--- src/hw/tmabi_pkg.sv ---
// Package for the host-side controller of a two-mode flash converter bus.
// Assumes a 100 MHz system clock; all pin timings are converted to cycles here.
package tmabi_pkg;

    // System clock period in picoseconds.
    localparam int unsigned CLK_PERIOD_PS = 10000;

    // Pin timing figures in nanoseconds, as printed.
    localparam int unsigned T_CONV_READ_NS = 2500;
    localparam int unsigned T_ACCESS_EXTRA_NS = 50;
    localparam int unsigned T_DIS_NS = 95;
    localparam int unsigned T_RIH_NS = 225;
    localparam int unsigned T_WR_TO_RD_NS = 400;
    localparam int unsigned T_INT_MAX_NS = 1300;
    localparam int unsigned T_ACCESS_INT_NS = 50;
    localparam int unsigned T_NEXT_CONV_NS = 500;
    localparam int unsigned T_WR_PULSE_NS = 100;

    // Least times round up to whole cycles.
    localparam int unsigned WR_TO_RD_CYC = (T_WR_TO_RD_NS * 1000 + CLK_PERIOD_PS - 1) / CLK_PERIOD_PS;
    localparam int unsigned NEXT_CONV_CYC = (T_NEXT_CONV_NS * 1000 + CLK_PERIOD_PS - 1) / CLK_PERIOD_PS;
    localparam int unsigned WR_PULSE_CYC = (T_WR_PULSE_NS * 1000 + CLK_PERIOD_PS - 1) / CLK_PERIOD_PS;
    localparam int unsigned DIS_CYC = (T_DIS_NS * 1000 + CLK_PERIOD_PS - 1) / CLK_PERIOD_PS;
    localparam int unsigned RIH_CYC = (T_RIH_NS * 1000 + CLK_PERIOD_PS - 1) / CLK_PERIOD_PS;
    // Data settle after the done flag falls, waited out before sampling.
    localparam int unsigned ACC_INT_CYC = (T_ACCESS_INT_NS * 1000 + CLK_PERIOD_PS - 1) / CLK_PERIOD_PS;
    // Timeout bounds: longest time the device may take, plus the access margin in read-only mode only.
    localparam int unsigned READ_TMO_CYC =
        ((T_CONV_READ_NS + T_ACCESS_EXTRA_NS) * 1000 + CLK_PERIOD_PS - 1) / CLK_PERIOD_PS;
    localparam int unsigned INT_TMO_CYC = (T_INT_MAX_NS * 1000 + CLK_PERIOD_PS - 1) / CLK_PERIOD_PS;

    // Width of the timer counter.
    localparam int unsigned TMR_W = 12;

    // Result width.
    localparam int unsigned RES_W = 8;

    // Idle values after reset.
    localparam logic [RES_W-1:0] RESULT_RST = 8'h00;

    // Sequencer states.
    typedef enum logic [2:0] {
        TMABI_IDLE,
        TMABI_WRITE,
        TMABI_WAIT_WR,
        TMABI_WAIT_DONE,
        TMABI_SETTLE,
        TMABI_RELEASE,
        TMABI_GAP
    } tmabi_state_type;

endpackage

--- src/hw/tmabi_sync_if.sv ---
// Interface carrying synchronised pin levels from the input stage to the sequencer.
// Assumes both ends run on the same system clock.
`timescale 1ns/1ps
`default_nettype none
interface tmabi_sync_if;
    // Filtered done flag, active low.
    logic done_n;
    // Filtered ready level, active low means busy.
    logic rdy;
    // Filtered result bus.
    logic [7:0] data;

    // Producer side.
    modport src (output done_n, output rdy, output data);
    // Consumer side.
    modport dst (input done_n, input rdy, input data);
endinterface
`default_nettype wire

--- src/hw/tmabi_host.sv ---
// Host-side controller that runs conversions on a two-mode flash converter.
// Assumes the converter pins are wired directly; tri-states resolve outside.
`timescale 1ns/1ps
`default_nettype none
module tmabi_host
    import tmabi_pkg::*;
(
    // Clock and reset.
    input wire logic clk_i,
    input wire logic resetn_i,
    // User command side.
    input wire logic start_i,
    input wire logic write_read_i,
    output logic busy_o,
    output logic result_valid_o,
    output logic [tmabi_pkg::RES_W-1:0] result_o,
    output logic timeout_o,
    // Converter pins.
    output logic cs_n_o,
    output logic rd_n_o,
    output logic mode_o,
    input wire logic wr_rdy_i,
    output logic wr_rdy_o,
    output logic wr_rdy_oe_n_o,
    input wire logic done_n_i,
    input wire logic [tmabi_pkg::RES_W-1:0] result_bus_i
);
    import tmabi_pkg::*;

    // Synchronised pin levels.
    tmabi_sync_if sync_bus ();
    logic [RES_W+1:0] sync_vec;

    // State and timer registers.
    tmabi_state_type state_q, state_d;
    logic [TMR_W-1:0] tmr_q, tmr_d;
    logic mode_q, mode_d;
    logic cs_n_q, cs_n_d;
    logic rd_n_q, rd_n_d;
    logic wr_n_q, wr_n_d;
    logic wr_oe_n_q, wr_oe_n_d;
    logic busy_q, busy_d;
    logic valid_q, valid_d;
    logic tmo_q, tmo_d;
    logic [RES_W-1:0] res_q, res_d;

    // Pin inputs pass the three-stage filter before the sequencer sees them.
    tmabi_pin_sync #(
        .W(RES_W + 2)
    ) u_sync (
        .clk_i(clk_i),
        .resetn_i(resetn_i),
        .raw_i({done_n_i, wr_rdy_i, result_bus_i}),
        .sync_o(sync_vec)
    );

    assign sync_bus.done_n = sync_vec[RES_W+1];
    assign sync_bus.rdy = sync_vec[RES_W];
    assign sync_bus.data = sync_vec[RES_W-1:0];

    // Decoded conditions used by the sequencer.
    wire done_seen = !sync_bus.done_n;
    wire tmr_zero = (tmr_q == '0);
    wire [TMR_W-1:0] tmr_dec = tmr_q - 1'b1;

    // Next-state logic for the whole conversion cycle.
    always_comb
    begin
        state_d = state_q;
        tmr_d = tmr_zero ? tmr_q : tmr_dec;
        mode_d = mode_q;
        cs_n_d = cs_n_q;
        rd_n_d = rd_n_q;
        wr_n_d = wr_n_q;
        wr_oe_n_d = wr_oe_n_q;
        busy_d = busy_q;
        valid_d = 1'b0;
        tmo_d = 1'b0;
        res_d = res_q;
        unique case (state_q)
            TMABI_IDLE:
            begin
                if (start_i)
                begin
                    busy_d = 1'b1;
                    mode_d = write_read_i;
                    cs_n_d = 1'b0;
                    if (write_read_i)
                    begin
                        // Host drives the shared pin as a write strobe.
                        wr_oe_n_d = 1'b0;
                        wr_n_d = 1'b0;
                        tmr_d = TMR_W'(WR_PULSE_CYC);
                        state_d = TMABI_WRITE;
                    end
                    else
                    begin
                        // Read-only: leave the shared pin to the device's ready output.
                        wr_oe_n_d = 1'b1;
                        rd_n_d = 1'b0;
                        tmr_d = TMR_W'(READ_TMO_CYC);
                        state_d = TMABI_WAIT_DONE;
                    end
                end
            end
            TMABI_WRITE:
            begin
                // Raising the write strobe starts the conversion proper.
                if (tmr_zero)
                begin
                    wr_n_d = 1'b1;
                    tmr_d = TMR_W'(WR_TO_RD_CYC);
                    state_d = TMABI_WAIT_WR;
                end
            end
            TMABI_WAIT_WR:
            begin
                // Read may not fall until the least write-to-read delay is over.
                if (tmr_zero)
                begin
                    rd_n_d = 1'b0;
                    tmr_d = TMR_W'(INT_TMO_CYC);
                    state_d = TMABI_WAIT_DONE;
                end
            end
            TMABI_WAIT_DONE:
            begin
                // Done flag low means data is about to drive the bus.
                if (done_seen)
                begin
                    tmr_d = TMR_W'(ACC_INT_CYC);
                    state_d = TMABI_SETTLE;
                end
                else if (tmr_zero)
                begin
                    // The device missed its deadline; abandon and report.
                    tmo_d = 1'b1;
                    rd_n_d = 1'b1;
                    tmr_d = TMR_W'(RIH_CYC);
                    state_d = TMABI_RELEASE;
                end
            end
            TMABI_SETTLE:
            begin
                // Sample the bus once the access margin has passed.
                if (tmr_zero)
                begin
                    res_d = sync_bus.data;
                    valid_d = 1'b1;
                    rd_n_d = 1'b1;
                    tmr_d = TMR_W'(RIH_CYC);
                    state_d = TMABI_RELEASE;
                end
            end
            TMABI_RELEASE:
            begin
                // Wait for the flag to rise and the bus to float before deselecting.
                if (tmr_zero)
                begin
                    cs_n_d = 1'b1;
                    wr_oe_n_d = 1'b1;
                    tmr_d = TMR_W'(NEXT_CONV_CYC);
                    state_d = TMABI_GAP;
                end
            end
            TMABI_GAP:
            begin
                // Enforce the least spacing before the next conversion.
                if (tmr_zero)
                begin
                    busy_d = 1'b0;
                    state_d = TMABI_IDLE;
                end
            end
            default:
            begin
                state_d = TMABI_IDLE;
            end
        endcase
    end

    // State registers; every output comes from one of them.
    always_ff @(posedge clk_i)
    begin
        if (!resetn_i)
        begin
            state_q <= TMABI_IDLE;
            tmr_q <= '0;
            mode_q <= 1'b0;
            cs_n_q <= 1'b1;
            rd_n_q <= 1'b1;
            wr_n_q <= 1'b1;
            wr_oe_n_q <= 1'b1;
            busy_q <= 1'b0;
            valid_q <= 1'b0;
            tmo_q <= 1'b0;
            res_q <= RESULT_RST;
        end
        else
        begin
            state_q <= state_d;
            tmr_q <= tmr_d;
            mode_q <= mode_d;
            cs_n_q <= cs_n_d;
            rd_n_q <= rd_n_d;
            wr_n_q <= wr_n_d;
            wr_oe_n_q <= wr_oe_n_d;
            busy_q <= busy_d;
            valid_q <= valid_d;
            tmo_q <= tmo_d;
            res_q <= res_d;
        end
    end

    // Outputs straight from flip-flops.
    assign busy_o = busy_q;
    assign result_valid_o = valid_q;
    assign result_o = res_q;
    assign timeout_o = tmo_q;
    assign cs_n_o = cs_n_q;
    assign rd_n_o = rd_n_q;
    assign mode_o = mode_q;
    assign wr_rdy_o = wr_n_q;
    assign wr_rdy_oe_n_o = wr_oe_n_q;
endmodule
`default_nettype wire

--- src/hw/tmabi_pin_sync.sv ---
// Three-stage synchroniser with agreement filter for device pins.
// Assumes all inputs are asynchronous to clk_i.
`timescale 1ns/1ps
`default_nettype none
module tmabi_pin_sync #(
    parameter int unsigned W = 10
) (
    // Clock and reset.
    input wire logic clk_i,
    input wire logic resetn_i,
    // Raw pins.
    input wire logic [W-1:0] raw_i,
    // Filtered levels.
    output logic [W-1:0] sync_o
);
    // Three stages per bit; only the second and third feed the filter.
    logic [W-1:0] s1_q;
    logic [W-1:0] s2_q;
    logic [W-1:0] s3_q;
    logic [W-1:0] filt_q;

    // A bit changes only once stages two and three agree, which rejects glitches.
    genvar i;
    generate
        for (i = 0; i < W; i++)
        begin : g_bit
            always_ff @(posedge clk_i)
            begin
                if (!resetn_i)
                begin
                    s1_q[i] <= 1'b1;
                    s2_q[i] <= 1'b1;
                    s3_q[i] <= 1'b1;
                    filt_q[i] <= 1'b1;
                end
                else
                begin
                    s1_q[i] <= raw_i[i];
                    s2_q[i] <= s1_q[i];
                    s3_q[i] <= s2_q[i];
                    if (s2_q[i] == s3_q[i])
                    begin
                        filt_q[i] <= s3_q[i];
                    end
                end
            end
        end
    endgenerate

    assign sync_o = filt_q;
endmodule
`default_nettype wire

--- config.mk ---
export PLATFORM = sky130hd
export DESIGN_NAME = tmabi_host
export DESIGN_NICKNAME = d
export VERILOG_FILES = /design/src/hw/tmabi_pkg.sv /design/src/hw/tmabi_sync_if.sv /design/src/hw/tmabi_host.sv /design/src/hw/tmabi_pin_sync.sv
export SDC_FILE = /design/constraint.sdc
export NUM_CORES = 1
export LEC_CHECK = 0
export BUFFER_PORTS_ARGS = -buffer_cell sky130_fd_sc_hd__buf_2
export CAP_MARGIN = 15
export CORE_AREA = 2 2 89 91
export DETAILED_ROUTE_END_ITERATION = 10
export DIE_AREA = 0 0 91 93
export GPL_TIMING_DRIVEN = 0
export PLACE_DENSITY = 0.64
export SLEW_MARGIN = 20
export SYNTH_ARGS = -nofsm -noshare
export SYNTH_HDL_FRONTEND = slang
export SYNTH_HIERARCHICAL = 1
export SYNTH_SLANG_ARGS = --single-unit
export TNS_END_PERCENT = 20
--- constraint.sdc ---
create_clock -name clk_i -period 4.12 [get_ports clk_i]
set_clock_uncertainty 0.05 [all_clocks]
set_input_delay 0.412 -clock clk_i [delete_from_list [all_inputs] [get_ports clk_i]]
set_output_delay 0.412 -clock clk_i [all_outputs]
set_load 0.005 [all_outputs]
=== Yosys cells after proc, flatten, opt, wreduce, memory -nomap -nowiden ===
Cells that the tools add are included.

* $add $sub $neg: 1
* $mul: 0
* Divide/modulo/power cells: 0
* Order comparisons: 0
* Eq/ne operators: 23
* Shift-type cells: 0
* Multiplexer cells: 36
* Bitwise logic cells: 0
* Reduce and logical (&&, ||, !) cells: 15

{| class="wikitable"
|+ Operators by type and width
! cell !! number
|-
| 12-bit two-way mux || 7
|-
| 12-bit one-hot mux with 6 select lines || 1
|-
| 3-bit two-way mux || 7
|-
| 3-bit one-hot mux with 7 select lines || 1
|-
| 2-bit != test (second input constant) || 7
|-
| 1-bit two-way mux || 13
|-
| 12-bit zero test || 1
|-
| 12-bit by 1-bit subtractor with 12-bit output (second input constant) || 1
|-
| 5-bit AND reduction || 2
|-
| 1-bit equality test || 9
|-
| 3-bit equality test (second input constant) || 3
|-
| 3-bit AND reduction || 3
|-
| 8-bit two-way mux || 1
|-
| 1-bit one-hot mux with 2 select lines || 4
|-
| 3-bit by 2-bit equality test with 1-bit output (second input constant) || 2
|-
| 2-bit AND reduction || 3
|-
| 2-bit nonzero test || 3
|-
| 1-bit one-hot mux with 4 select lines || 1
|-
| 4-bit AND reduction || 1
|-
| 4-bit nonzero test || 1
|-
| 3-bit by 1-bit equality test with 1-bit output (second input constant) || 1
|-
| 3-bit zero test || 1
|-
| 2-bit two-way mux || 1
|-
| 2-bit by 1-bit != test with 1-bit output (second input constant) || 1
|}

* Register bits: 67
* Bits in latches: 0
* RAM bits: 0
* Memory bits (read-only): 0
* Input port bits: 14
* Output and inout port bits: 16
* Memories: 0

=== Depth between registers and ports, before layout ===
Gate-level depths: netlist of the first run.

* Word-level depth: 5
* Gate-level depth with buffers: 11

=== By module ===
Netlist of the first run, hierarchy kept.

{| class="wikitable"
|+ By module, submodules not included
! module !! instances !! cells an instance !! area an instance (um^2)
|-
| tmabi_host || 1 || 220 || 1,793.0
|-
| tmabi_pin_sync || 1 || 104 || 1,146.1
|}

=== Worst setup path after synthesis of the first run ===
Ideal clock, no wire load.

* Path type: reg2reg
* From: register tmr_q[0]
* To: register tmr_q[0]
* Arrival time: 2.443 ns
* Required time: 3.944 ns
* Setup slack: 1.501 ns
* Cell stages (with the launch flop): 12
* Cells stage by stage: dfxtp_1 > inv_1 > ha_1 > or4b_2 > nor4_4 > inv_2 > ha_1 > nor3_1 > a21oi_1 > nor2_1 > o41ai_1 > a21oi_1

* Word-level cells in the longest chain between the ends: 5

{| class="wikitable"
|+ Ends and longest elaborated chain
! what !! line !! RTL
|-
| from (decl) || tmabi_host.sv:36 || <nowiki>logic [TMR_W-1:0] tmr_q, tmr_d;</nowiki>
|-
| from (signal assigned) || tmabi_host.sv:202 || <nowiki>tmr_q <= tmr_d;</nowiki>
|-
| 12-bit by 1-bit subtractor with 12-bit output or 12-bit zero test (tied branches) || tmabi_host.sv:64, tmabi_host.sv:63 ||
|-
| 12-bit two-way mux || tmabi_host.sv:70 || <nowiki>tmr_d = tmr_zero ? tmr_q : tmr_dec;</nowiki>
|-
| 12-bit two-way mux || tmabi_host.sv:134, tmabi_host.sv:146 ||
|-
| 12-bit two-way mux || tmabi_host.sv:129 || <nowiki>if (done_seen)</nowiki>
|-
| 12-bit one-hot mux with 6 select lines (*) || tmabi_host.sv:80 || <nowiki>unique case (state_q)</nowiki>
|}

Mark *: on every way between the ends. The rest lies on a longest branch, timed or not.
A chain may end at the register's enable or synchronous reset.

=== Worst setup path after layout of the first run ===
Same ends and word-level chain as after synthesis.

==> results of run 1 <==
==> per-stage QoR <==
stage               setup WS (ns)  power [mW]  cells  cell area [um2]  util (%)
global placement             1.23        1.63    443             3090      41.0
CTS                          1.15        2.27    459             3310      44.0
finish                       1.13        2.26    459             3310      44.0
floorplan                    1.50        1.45    314             2830         -
detailed placement           1.17        1.65    443             3090      41.0
global route                0.896        2.42    459             3310      44.0
==> cell type report <==
type | instances | share of cell area (%)
Tap cell | 102 | 3.85
Clock buffer | 9 | 3.74
Sequential cell | 67 | 40.5
Inverter | 7 | 0.793
Clock inverter | 7 | 2.98
Multi-Input combinational cell | 218 | 41.1
Timing Repair Buffer | 27 | 4.08
Buffer | 22 | 2.91
==> placed cells by master, fill, tap and decap left out, types with 2 or more instances in the layout <==
cell type	instances
o211ai_1	4
clkbuf_1	15
ha_1	4
o31ai_1	3
o221ai_1	3
inv_6	2
o311ai_0	2
nand2_1	14
nor2b_1	5
or3_1	2
nor3b_1	2
mux2i_1	10
a32oi_1	2
nand2b_1	33
clkbuf_8	9
inv_1	6
a22oi_1	2
o21a_1	2
nor4_1	4
nand3_1	4
bufinv_16	2
xnor2_1	5
nor2_1	30
or4_1	2
buf_2	32
a211oi_1	5
dfxtp_1	67
or2_2	3
o21ai_0	25
a21oi_1	26
nor3_1	9
==> routing by layer <==
| layer | global-route usage [%] | part of all wire (%) | up-vias |
|---|---|---|---|
| met2 | 28.7 | 48 | 88 |
| met5 | 0 | 0 | - |
| met1 | 19.2 | 42 | 1072 |
| met3 | 5.48 | 6.2 | 20 |
| li1 | - | - | 1186 |
| met4 | 7.32 | 2.8 | 0 |
==> worst max-delay path, stage by stage, from the launching register on <==
cell     delay [ns]
dfxtp_1        0.35
inv_1          0.12
ha_1           0.19
or4b_2         0.67
nor4_4         0.28
inv_2          0.20
ha_1           0.33
nor3_1         0.05
a21oi_1        0.16
nor2_1         0.06
o41ai_1        0.30
a21oi_1        0.12
==> state kept, by name (all words and copies together), names as in the netlist, 3 cells and up <==
register,count
result_o,8
u_sync/s1_q,9
u_sync/sync_o,9
tmr_q,12
state_q,3
u_sync/s3_q,9
u_sync/s2_q,9
==> worst paths after layout <==
path	start	endpoint	slack (ns)	depth (start not counted)
min	result_bus_i[5]	u_sync/s1_q[5]$_SDFF_PN1_	0.19	2
min reg2reg	u_sync/s1_q[7]$_SDFF_PN1_	u_sync/s2_q[7]$_SDFF_PN1_	0.36	1
max	tmr_q[0]$_SDFF_PN0_	tmr_q[0]$_SDFF_PN0_	1.13	11
max reg2reg	tmr_q[0]$_SDFF_PN0_	tmr_q[0]$_SDFF_PN0_	1.13	11
==> report_power, final <==
group / leakage, nW / switching [mW] / internal, mW / total [mW]
logic: 0.565 / 0.519 / 0.341 / 0.860
clock network: 0.110 / 0.272 / 0.345 / 0.616
registers: 0.550 / 0.0569 / 0.730 / 0.787
total: 1.23 / 0.847 / 1.42 / 2.26
==> impl_results.md, run 1 <==
- Drt pass-1 iters: 4
- Root buf cell: clkbuf_8
- Die area: 8460 um2
- Setup violators final: 0
- Post-Syn Instances: ~310
- Maximum vdd ir drop: around 0.00029 V
- I/O pins: 30
- Fill cells: between 700 and 800
- Vias per cell: roughly 5.2
- N_diodes: 0
- Row cnt: 32
- Gates resized, CTS repair: 0
- Register clock-pin slew on the reported worst setup and hold paths: around 0.080 ns
- RSZ-0062 raised after global routing: no
- Core ar.: approximately 7500 um2
- Final period util: between 70% and 80%
- Share of layout cells above drive strength 1: between 10% and 20%
- Vias: 2366
- CP Max Fanout: 11
- Wirelength per Cell: between 10 and 15 um
- Total CTS buffers: 9
- Outcome: complete, no violations
- Fmax: 335 MHz
- GP Congestion: approximately 1
- Syn Nets: 332
- Final hold vios: 0
- Total number of yosys warnings: 6
- Global-route usage over all layers: around 17%
- Clk Latency, worst-skew pair: about 0.35 ns
- First-pass GRT wire length: roughly 11000 um
- WP data arrival: 3.17 ns
- Detailed Route Iter0 Violations: roughly 290
- HPWL Detailed: between 4000 and 5000 um
- Htree depth: 3
- Setup_tns: 0 ns
- Final wirelength: about 6500 um
- Area of the multi-input gates: ~1400 um2
- Die width: slightly above 90 um
- Worst min path class: input pin to flip-flop
- Worst hold slack: approximately 0.19 ns
- Layout Nets: between 300 and 400
- CP endpoint kind: flip-flop
- Critical Path RT: 4.30 ns
- Largest net degree at the start of global routing: 14
- Cell Pwr Density: a little under 700 nW/um2
- Post-CTS Setup Repair Bufs: 0
- CTS tree: yes
- Normalized max-slew margin: between 50% and 60%
- Setup crit start kind: flip-flop
- Netlist Area Pre-Place: between 2000 and 3000 um2
- FF/Latch Area: 1340 um2
- Worst slew pin tran: around 0.60 ns
- Min Tclk post-route: 2.99 ns
- Initial antenna violation count: 0
- PortBufs: 27
- DRC: 0
- CTS sink cnt: 67
- Die height: between 90 and 100 um
- Synth Area per Inst: between 9 and 10 um2
- Max-cap violations: 0
- Pleak: 1.23 nW
- Post-DRT Antenna Nets: 0
- Kind of critical path: flip-flop to flip-flop
- Grt total ovfl: 0
- Initial Util: 37.5%
- Cts hold-fix bufs: 0
- Maximum buffer depth of the clock tree: 2
- Area grow syn2layout: 17.2%
- Final Max Slew Viols: 0
- Vias in the first global route: ~2300
(Power assumes the default switching activity.)
==> run 2: changes to the inputs <==
--- a/config.mk
+++ b/config.mk
@@ -11,7 +11,7 @@
 export DETAILED_ROUTE_END_ITERATION = 10
 export DIE_AREA = 0 0 91 93
 export GPL_TIMING_DRIVEN = 0
-export PLACE_DENSITY = 0.64
+export PLACE_DENSITY = 0.66
 export SLEW_MARGIN = 20
 export SYNTH_ARGS = -nofsm -noshare
 export SYNTH_HDL_FRONTEND = slang
==> constraint.sdc (replaced) <==
create_clock -name clk_i -period 2.5 [get_ports clk_i]
set_clock_uncertainty 0.05 [all_clocks]
set_input_delay 0.25 -clock clk_i [delete_from_list [all_inputs] [get_ports clk_i]]
set_output_delay 0.25 -clock clk_i [all_outputs]
set_load 0.005 [all_outputs]
==> impl_results.md, run 2 (synthesis gave the netlist of run 1 again) <==
- Row cnt: 32 (unchanged)
- Placed Cells: 443 (unchanged)
- Pleak: 1.27 nW (+3.4%)
- CP endpoint kind: flip-flop
- Setup crit start kind: flip-flop
- Setup_tns: 0 ns (unchanged)
- HPWL Detailed: 4520 um (+0.64%)
- Worst slew pin tran: 0.607 ns (+0.00301 ns)
- Largest net degree at the start of global routing: 15 (+1)
- CTS sink cnt: 67 (unchanged)
- Maximum vdd ir drop: 0.000620 V (+110%)
- Register clock-pin slew on the reported worst setup and hold paths: 0.08 ns (about the same)
- Cts hold-fix bufs: 0 (unchanged)
- Worst hold slack: 0.0414 ns (-0.149 ns)
- Htree depth: 3 (unchanged)
- Area grow syn2layout: 20.5%
- Layout Nets: 377 (+1.9%)
- Overall power: 3.88 mW (+71%)
- Final wirelength: 6420 um (-0.60%)
- WHS Endpoint: u_sync/s1_q[0]$_SDFF_PN1_
- I/O pins: 30 (unchanged)
- Core ar.: 7530 um2 (unchanged)
- PortBufs: 27 (unchanged)
- Post-DRT Antenna Nets: 0 (unchanged)
- Setup violators final: 0 (unchanged)
- Kind of critical path: flip-flop to flip-flop
- Cell Pwr Density: 1140 nW/um2 (+67%)
- Final period util: 99.4% (+27 points)
- DRC: 0 (unchanged)
- Int Power: 2.41 mW (+70%)
- Die width: 91 um (unchanged)
- CTS tree: yes
- GP Congestion: 0.918 (-6.2%)
- Clock power share: 23.8% (-3.4 points)
- Commonest non-fill, non-tap cell in the layout: dfxtp_1
- Vias: 2469 (+4.4%)
- Path depth of the worst reg2reg path: 12 (+1)
- Detailed Route Iter0 Violations: 190 (-34%)
- Switch share: 37.8% (+0.38 points)
- Biggest register: tmr_q
- Final hold vios: 0 (unchanged)
- Power share of the sequential group: 33.6% (-1.2 points)
- Final core occ: 45.2% (+1.2 points)
- N_diodes: 0 (unchanged)
- Share of layout cells above drive strength 1: 20.6% (+4.4 points)
- Grt total ovfl: 0 (unchanged)
- R2R Path End: tmr_q[0]$_SDFF_PN0_
- Worst hold stages: 2 (unchanged)
- Combinational power share: 42.6% (+4.6 points)
- Max reg flops: 12 (unchanged)
- Root buf cell: clkbuf_8
- Fill cells: 774 (+1.7%)
- Non-Filler Instances: 466 (+1.5%)
- Fmax: 402 MHz (+20%)
- Worst R2R Start: tmr_q[1]$_SDFF_PN0_
- Worst reg2reg setup slack: 0.02 ns (-1.12 ns)
- RSZ-0062 raised after global routing: yes
- Initial antenna violation count: 0 (unchanged)
- Psw: 1.47 mW (+73%)
- Final Max Slew Viols: 0 (unchanged)
- Vias per cell: 5.30 (+2.8%)
- Min-Delay Startpoint: result_bus_i[0]
- Drt pass-1 iters: 5 (+1)
- Die height: 93 um (unchanged)
- Normalized max-slew margin: 59.4% (-0.20 points)
- Max-cap violations: 0 (unchanged)
- CP Max Fanout: 5 (-6)
- Most frequent cells in the layout: 64 x dfxtp_1, 33 x nand2b_1, 31 x buf_2
- Total CTS buffers: 9 (unchanged)
- WP data arrival: 2.65 ns (-0.52 ns)
- Outcome: complete, no violations
- Maximum buffer depth of the clock tree: 2 (unchanged)
- Min Tclk post-route: 2.48 ns (-0.501 ns)
- Wirelength per Cell: 13.8 um (-2.1%)
- Initial Util: 37.5% (unchanged)
- First-pass GRT wire length: 10800 um (-3.4%)
- Die area: 8460 um2 (unchanged)
- Worst min path class: input pin to flip-flop
- Clk Latency, worst-skew pair: 0.34 ns (about the same)
- Global-route usage over all layers: 15.8% (-0.92 points)
- Critical Path RT: 2.66 ns (-1.64 ns)
- Vias in the first global route: 2270 (-1.8%)
[run 2: cell type report]
type                       count  area, um2  area share, %
multi-input combinational    218       1400           41.1
sequential                    67       1350           39.5
buffer                        21       92.6           2.72
tap                          102        128           3.75
inverter                       7       33.8          0.992
clock buffer                   9        124           3.64
clock inverter                 7       85.1           2.50
timing repair buffer          35        199           5.84
[run 2: per-stage QoR]
stage                     instance area [um2]  setup WS [ns]
after CTS                                3400        0.00134
final                                    3410         0.0152
after global placement                   3120         -0.364
after floorplan                          2850        0.00709
after global routing                     3410        -0.0879
after detailed placement                 3120         -0.381
[run 2: worst max-delay path by stage]
stage | startpoint | end | cells after the start
floorplan | tmr_q[4]$_SDFF_PN0_ | tmr_q[0]$_SDFF_PN0_ | 11
global placement | tmr_q[0]$_SDFF_PN0_ | tmr_q[0]$_SDFF_PN0_ | 11
detailed placement | tmr_q[0]$_SDFF_PN0_ | result_o[5]$_SDFFE_PN0P_ | 8
CTS | tmr_q[4]$_SDFF_PN0_ | tmr_q[4]$_SDFF_PN0_ | 7
global route | tmr_q[1]$_SDFF_PN0_ | tmr_q[0]$_SDFF_PN0_ | 12
finish | tmr_q[1]$_SDFF_PN0_ | tmr_q[0]$_SDFF_PN0_ | 12
[run 2: routing by layer]
layer / global-route usage [%] / vias up / share of wire, %
met5: 0 / - / 0
met4: 4.67 / 0 / 1.1
met3: 3.46 / 9 / 5.9
met2: 26.7 / 94 / 47
met1: 20.4 / 1160 / 46
li1: - / 1206 / -
[run 2: worst max-delay path, stage by stage (launching register included)]
cell and delay [ns]:
dfxtp_2 0.34, inv_2 0.07, ha_4 0.14, or4b_4 0.51, nor4_4 0.17, buf_6 0.18
inv_8 0.05, ha_4 0.25, nor3_1 0.04, a21oi_1 0.13, nor2_1 0.05, o41ai_1 0.27
a21oi_1 0.11
[run 2: timing repair]
action	in CTS	in global routing
resized for setup	11	3
pin swaps	5	2
setup endpoints to repair	18	14
setup buffers	8	0
[run 2: power groups by stage]
stage	sequential, mW	clock [mW]	combinational, mW
2_1_floorplan	1.30	0	1.14
6_report	1.30	0.923	1.65
4_1_cts	1.30	0.944	1.61
3_5_place_dp	1.32	0	1.46
5_1_grt	1.32	0.988	1.82
3_3_place_gp	1.32	0	1.44
==> run 3: changes to the inputs <==
--- a/config.mk
+++ b/config.mk
@@ -12,6 +12,7 @@
 export DIE_AREA = 0 0 91 93
 export GPL_TIMING_DRIVEN = 0
 export PLACE_DENSITY = 0.66
+export REMOVE_ABC_BUFFERS = 1
 export SLEW_MARGIN = 20
 export SYNTH_ARGS = -nofsm -noshare
 export SYNTH_HDL_FRONTEND = slang
==> impl_results.md, run 3 (synthesis gave the netlist of run 1 again) <==
- Clock power share: 22.5% (-1.3 points)
- Outcome: complete, but fails checks
- Int Power: 2.37 mW (-1.6%)
- Commonest non-fill, non-tap cell in the layout: dfxtp_1
- DRC: 0 (unchanged)
- CP endpoint kind: flip-flop
- Final Max Slew Viols: 0 (unchanged)
- Fmax: 385 MHz (-4.2%)
- Final Worst Setup Slack: -0.0941 ns (-0.109 ns)
- Total CTS buffers: 9 (unchanged)
- First-pass GRT wire length: 10100 um (-6.8%)
- Worst slew pin tran: 0.907 ns (+0.300 ns)
- Wirelength per Cell: 13.8 um (+0.20%)
- Maximum buffer depth of the clock tree: 2 (unchanged)
- Final period util: 104% (+4.4 points)
- Vias in the first global route: 2137 (-5.9%)
- Min-Delay Startpoint: done_n_i
- RSZ-0062 raised after global routing: yes
- CTS sink cnt: 67 (unchanged)
- Layout Nets: 362 (-4.0%)
- Max reg flops: 12 (unchanged)
- Worst min path class: input pin to flip-flop
- Clk Latency, worst-skew pair: 0.35 ns (about the same)
- Vias: 2337 (-5.3%)
- Max-cap violations: 0 (unchanged)
- Largest net degree at the start of global routing: 54 (+39)
- Cell Pwr Density: 1130 nW/um2 (-0.52%)
- Setup violators final: 1 (+1)
- Setup crit start kind: flip-flop
- Share of layout cells above drive strength 1: 21.6% (+0.95 points)
- Root buf cell: clkbuf_8
- N_diodes: 0 (unchanged)
- Global-route usage over all layers: 15.0% (-0.79 points)
- Failing checks: negative setup slack
- Core ar.: 7530 um2 (unchanged)
- Critical-path cell list: or4_4 > nor4_4 > inv_2 > ha_4 > nor3_2 > a21oi_1 > nor2_1 > o41ai_1 > a21oi_1
- Power share of the sequential group: 37.9% (+4.3 points)
- WHS Endpoint: u_sync/s1_q[9]$_SDFF_PN1_
- I/O pins: 30 (unchanged)
- CP Max Fanout: 6 (+1)
- Setup_tns: -0.0941 ns (-0.0941 ns)
- FF/Latch Area: 1350 um2 (+0.28%)
- Die width: 91 um (unchanged)
- Most frequent cells in the layout: 63 x dfxtp_1, 33 x nand2b_1, 30 x nor2_1
- Normalized max-slew margin: 39.5% (-20 points)
- PortBufs: 28 (+3.7%)
- Most common cell on crit path: a21oi_1
- Switch share: 37.1% (-0.68 points)
- Psw: 1.40 mW (-4.4%)
- R2R Path End: tmr_q[0]$_SDFF_PN0_
- Die height: 93 um (unchanged)
- GP Congestion: 0.858 (-6.5%)
- Area of the multi-input gates: 1400 um2 (+0.36%)
- Grt total ovfl: 0 (unchanged)
- CTS tree: yes
- Pre-CTS WS: -0.954 ns (-0.573 ns)
- Path depth of the worst reg2reg path: 9 (-3)
- Critical Path RT: 2.66 ns (about the same)
- Worst R2R Start: tmr_q[5]$_SDFF_PN0_
- Pleak: 1.23 nW (-2.6%)
- Worst hold stages: 2 (unchanged)
- Maximum vdd ir drop: 0.000449 V (-28%)
- Final hold vios: 0 (unchanged)
- WP data arrival: 2.75 ns (+0.10 ns)
- Register clock-pin slew on the reported worst setup and hold paths: 0.07 ns (about the same)
- HPWL Detailed: 3860 um (-14%)
- Fill cells: 762 (-1.6%)
- Worst reg2reg setup slack: -0.09 ns (-0.11 ns)
- Row cnt: 32 (unchanged)
- Vias per cell: 5.19 (-2.0%)
- Combinational power share: 39.6% (-3.0 points)
- Initial Util: 37.5% (unchanged)
- Initial antenna violation count: 0 (unchanged)
- Drt pass-1 iters: 4 (-1)
- Kind of critical path: flip-flop to flip-flop
- Htree depth: 3 (unchanged)
- CP max stage delay: 0.60 ns (+0.09 ns)
- Biggest register: tmr_q
- Cts hold-fix bufs: 0 (unchanged)
- Die area: 8460 um2 (unchanged)
- CP max stage cell: or4_4
- Post-DRT Antenna Nets: 0 (unchanged)
- Detailed Route Iter0 Violations: 258 (+36%)
- Final wirelength: 6210 um (-3.2%)
- Min Tclk post-route: 2.59 ns (+0.109 ns)
- Area grow syn2layout: 17.9%
run 3: changes by cell type in the layout (fill, tap and decap cells not counted), sizes merged:
cell,before,now
clkbuf,24,10
inv,10,7
clkinvlp,0,2
clkinv,3,2
run 3: through the flow:
| stage | utilization (%) | cell area, um2 | hold slack (ns) | total power [mW] | cells |
|---|---|---|---|---|---|
| 2_1_floorplan | - | 2730 | 0.273 | 2.31 | 292 |
| 3_3_place_gp | 39.8 | 3000 | 0.337 | 2.60 | 422 |
| 3_5_place_dp | 39.8 | 3000 | 0.342 | 2.63 | 422 |
| 4_1_cts | 43.0 | 3240 | 0.0126 | 3.61 | 443 |
| 5_1_grt | 44.3 | 3330 | 0.0146 | 4.00 | 450 |
| 6_report | 44.3 | 3330 | 0.0256 | 3.78 | 450 |
run 3: worst max-delay path by stage:
stage / depth (start not counted) / start / to / slack (ns)
after global placement: 11 / tmr_q[0]$_SDFF_PN0_ / tmr_q[0]$_SDFF_PN0_ / -0.86
final: 9 / tmr_q[5]$_SDFF_PN0_ / tmr_q[0]$_SDFF_PN0_ / -0.09
after global routing: 8 / tmr_q[5]$_SDFF_PN0_ / tmr_q[0]$_SDFF_PN0_ / -0.13
after CTS: 11 / tmr_q[0]$_SDFF_PN0_ / tmr_q[0]$_SDFF_PN0_ / -0.17
after floorplan: 11 / tmr_q[0]$_SDFF_PN0_ / tmr_q[0]$_SDFF_PN0_ / -0.43
after detailed placement: 11 / tmr_q[0]$_SDFF_PN0_ / tmr_q[0]$_SDFF_PN0_ / -0.95
run 3: timing repair:
item                                    CTS  global route
cloned                                    0             0
buffers inserted                          6             7
resized for setup                         4            12
pin swaps                                 4             5
endpoints found under the setup margin   26            14
run 3: area by class of cell:
| class | count | area share (%) |
|---|---|---|
| clock buffers | 10 | 3.83 |
| clock inverters | 5 | 1.65 |
| inverters | 7 | 0.939 |
| multi-input cells | 218 | 42.1 |
| flip-flops and latches | 67 | 40.5 |
| well taps | 102 | 3.83 |
| repair buffers | 41 | 7.13 |
run 3: layer usage:
layer | up-vias | share of wire, % | routed length (um) | global-route usage (%)
met3 | 13 | 6.1 | 380 | 4.92
met2 | 78 | 47 | 2890 | 24.4
met5 | - | 0 | 0 | 0
met4 | 0 | 1.6 | 102 | 5.81
li1 | 1166 | - | - | -
met1 | 1080 | 46 | 2840 | 18.6
run 3: worst max-delay path, delay by kind of cell (launching register included):
kind,cells,cell delay (ns)
compound gates,3,0.61
buf+inv,1,0.11
simple gates,4,1.06
flops,1,0.34
fa+ha+maj,1,0.28
run 3: power groups by stage:
stage               registers, mW  clock network (mW)  logic (mW)
finish                       1.43               0.849        1.50
global route                 1.45               0.909        1.64
CTS                          1.41               0.871        1.34
detailed placement           1.43                   0        1.21
global placement             1.42                   0        1.18
floorplan                    1.38                   0       0.934
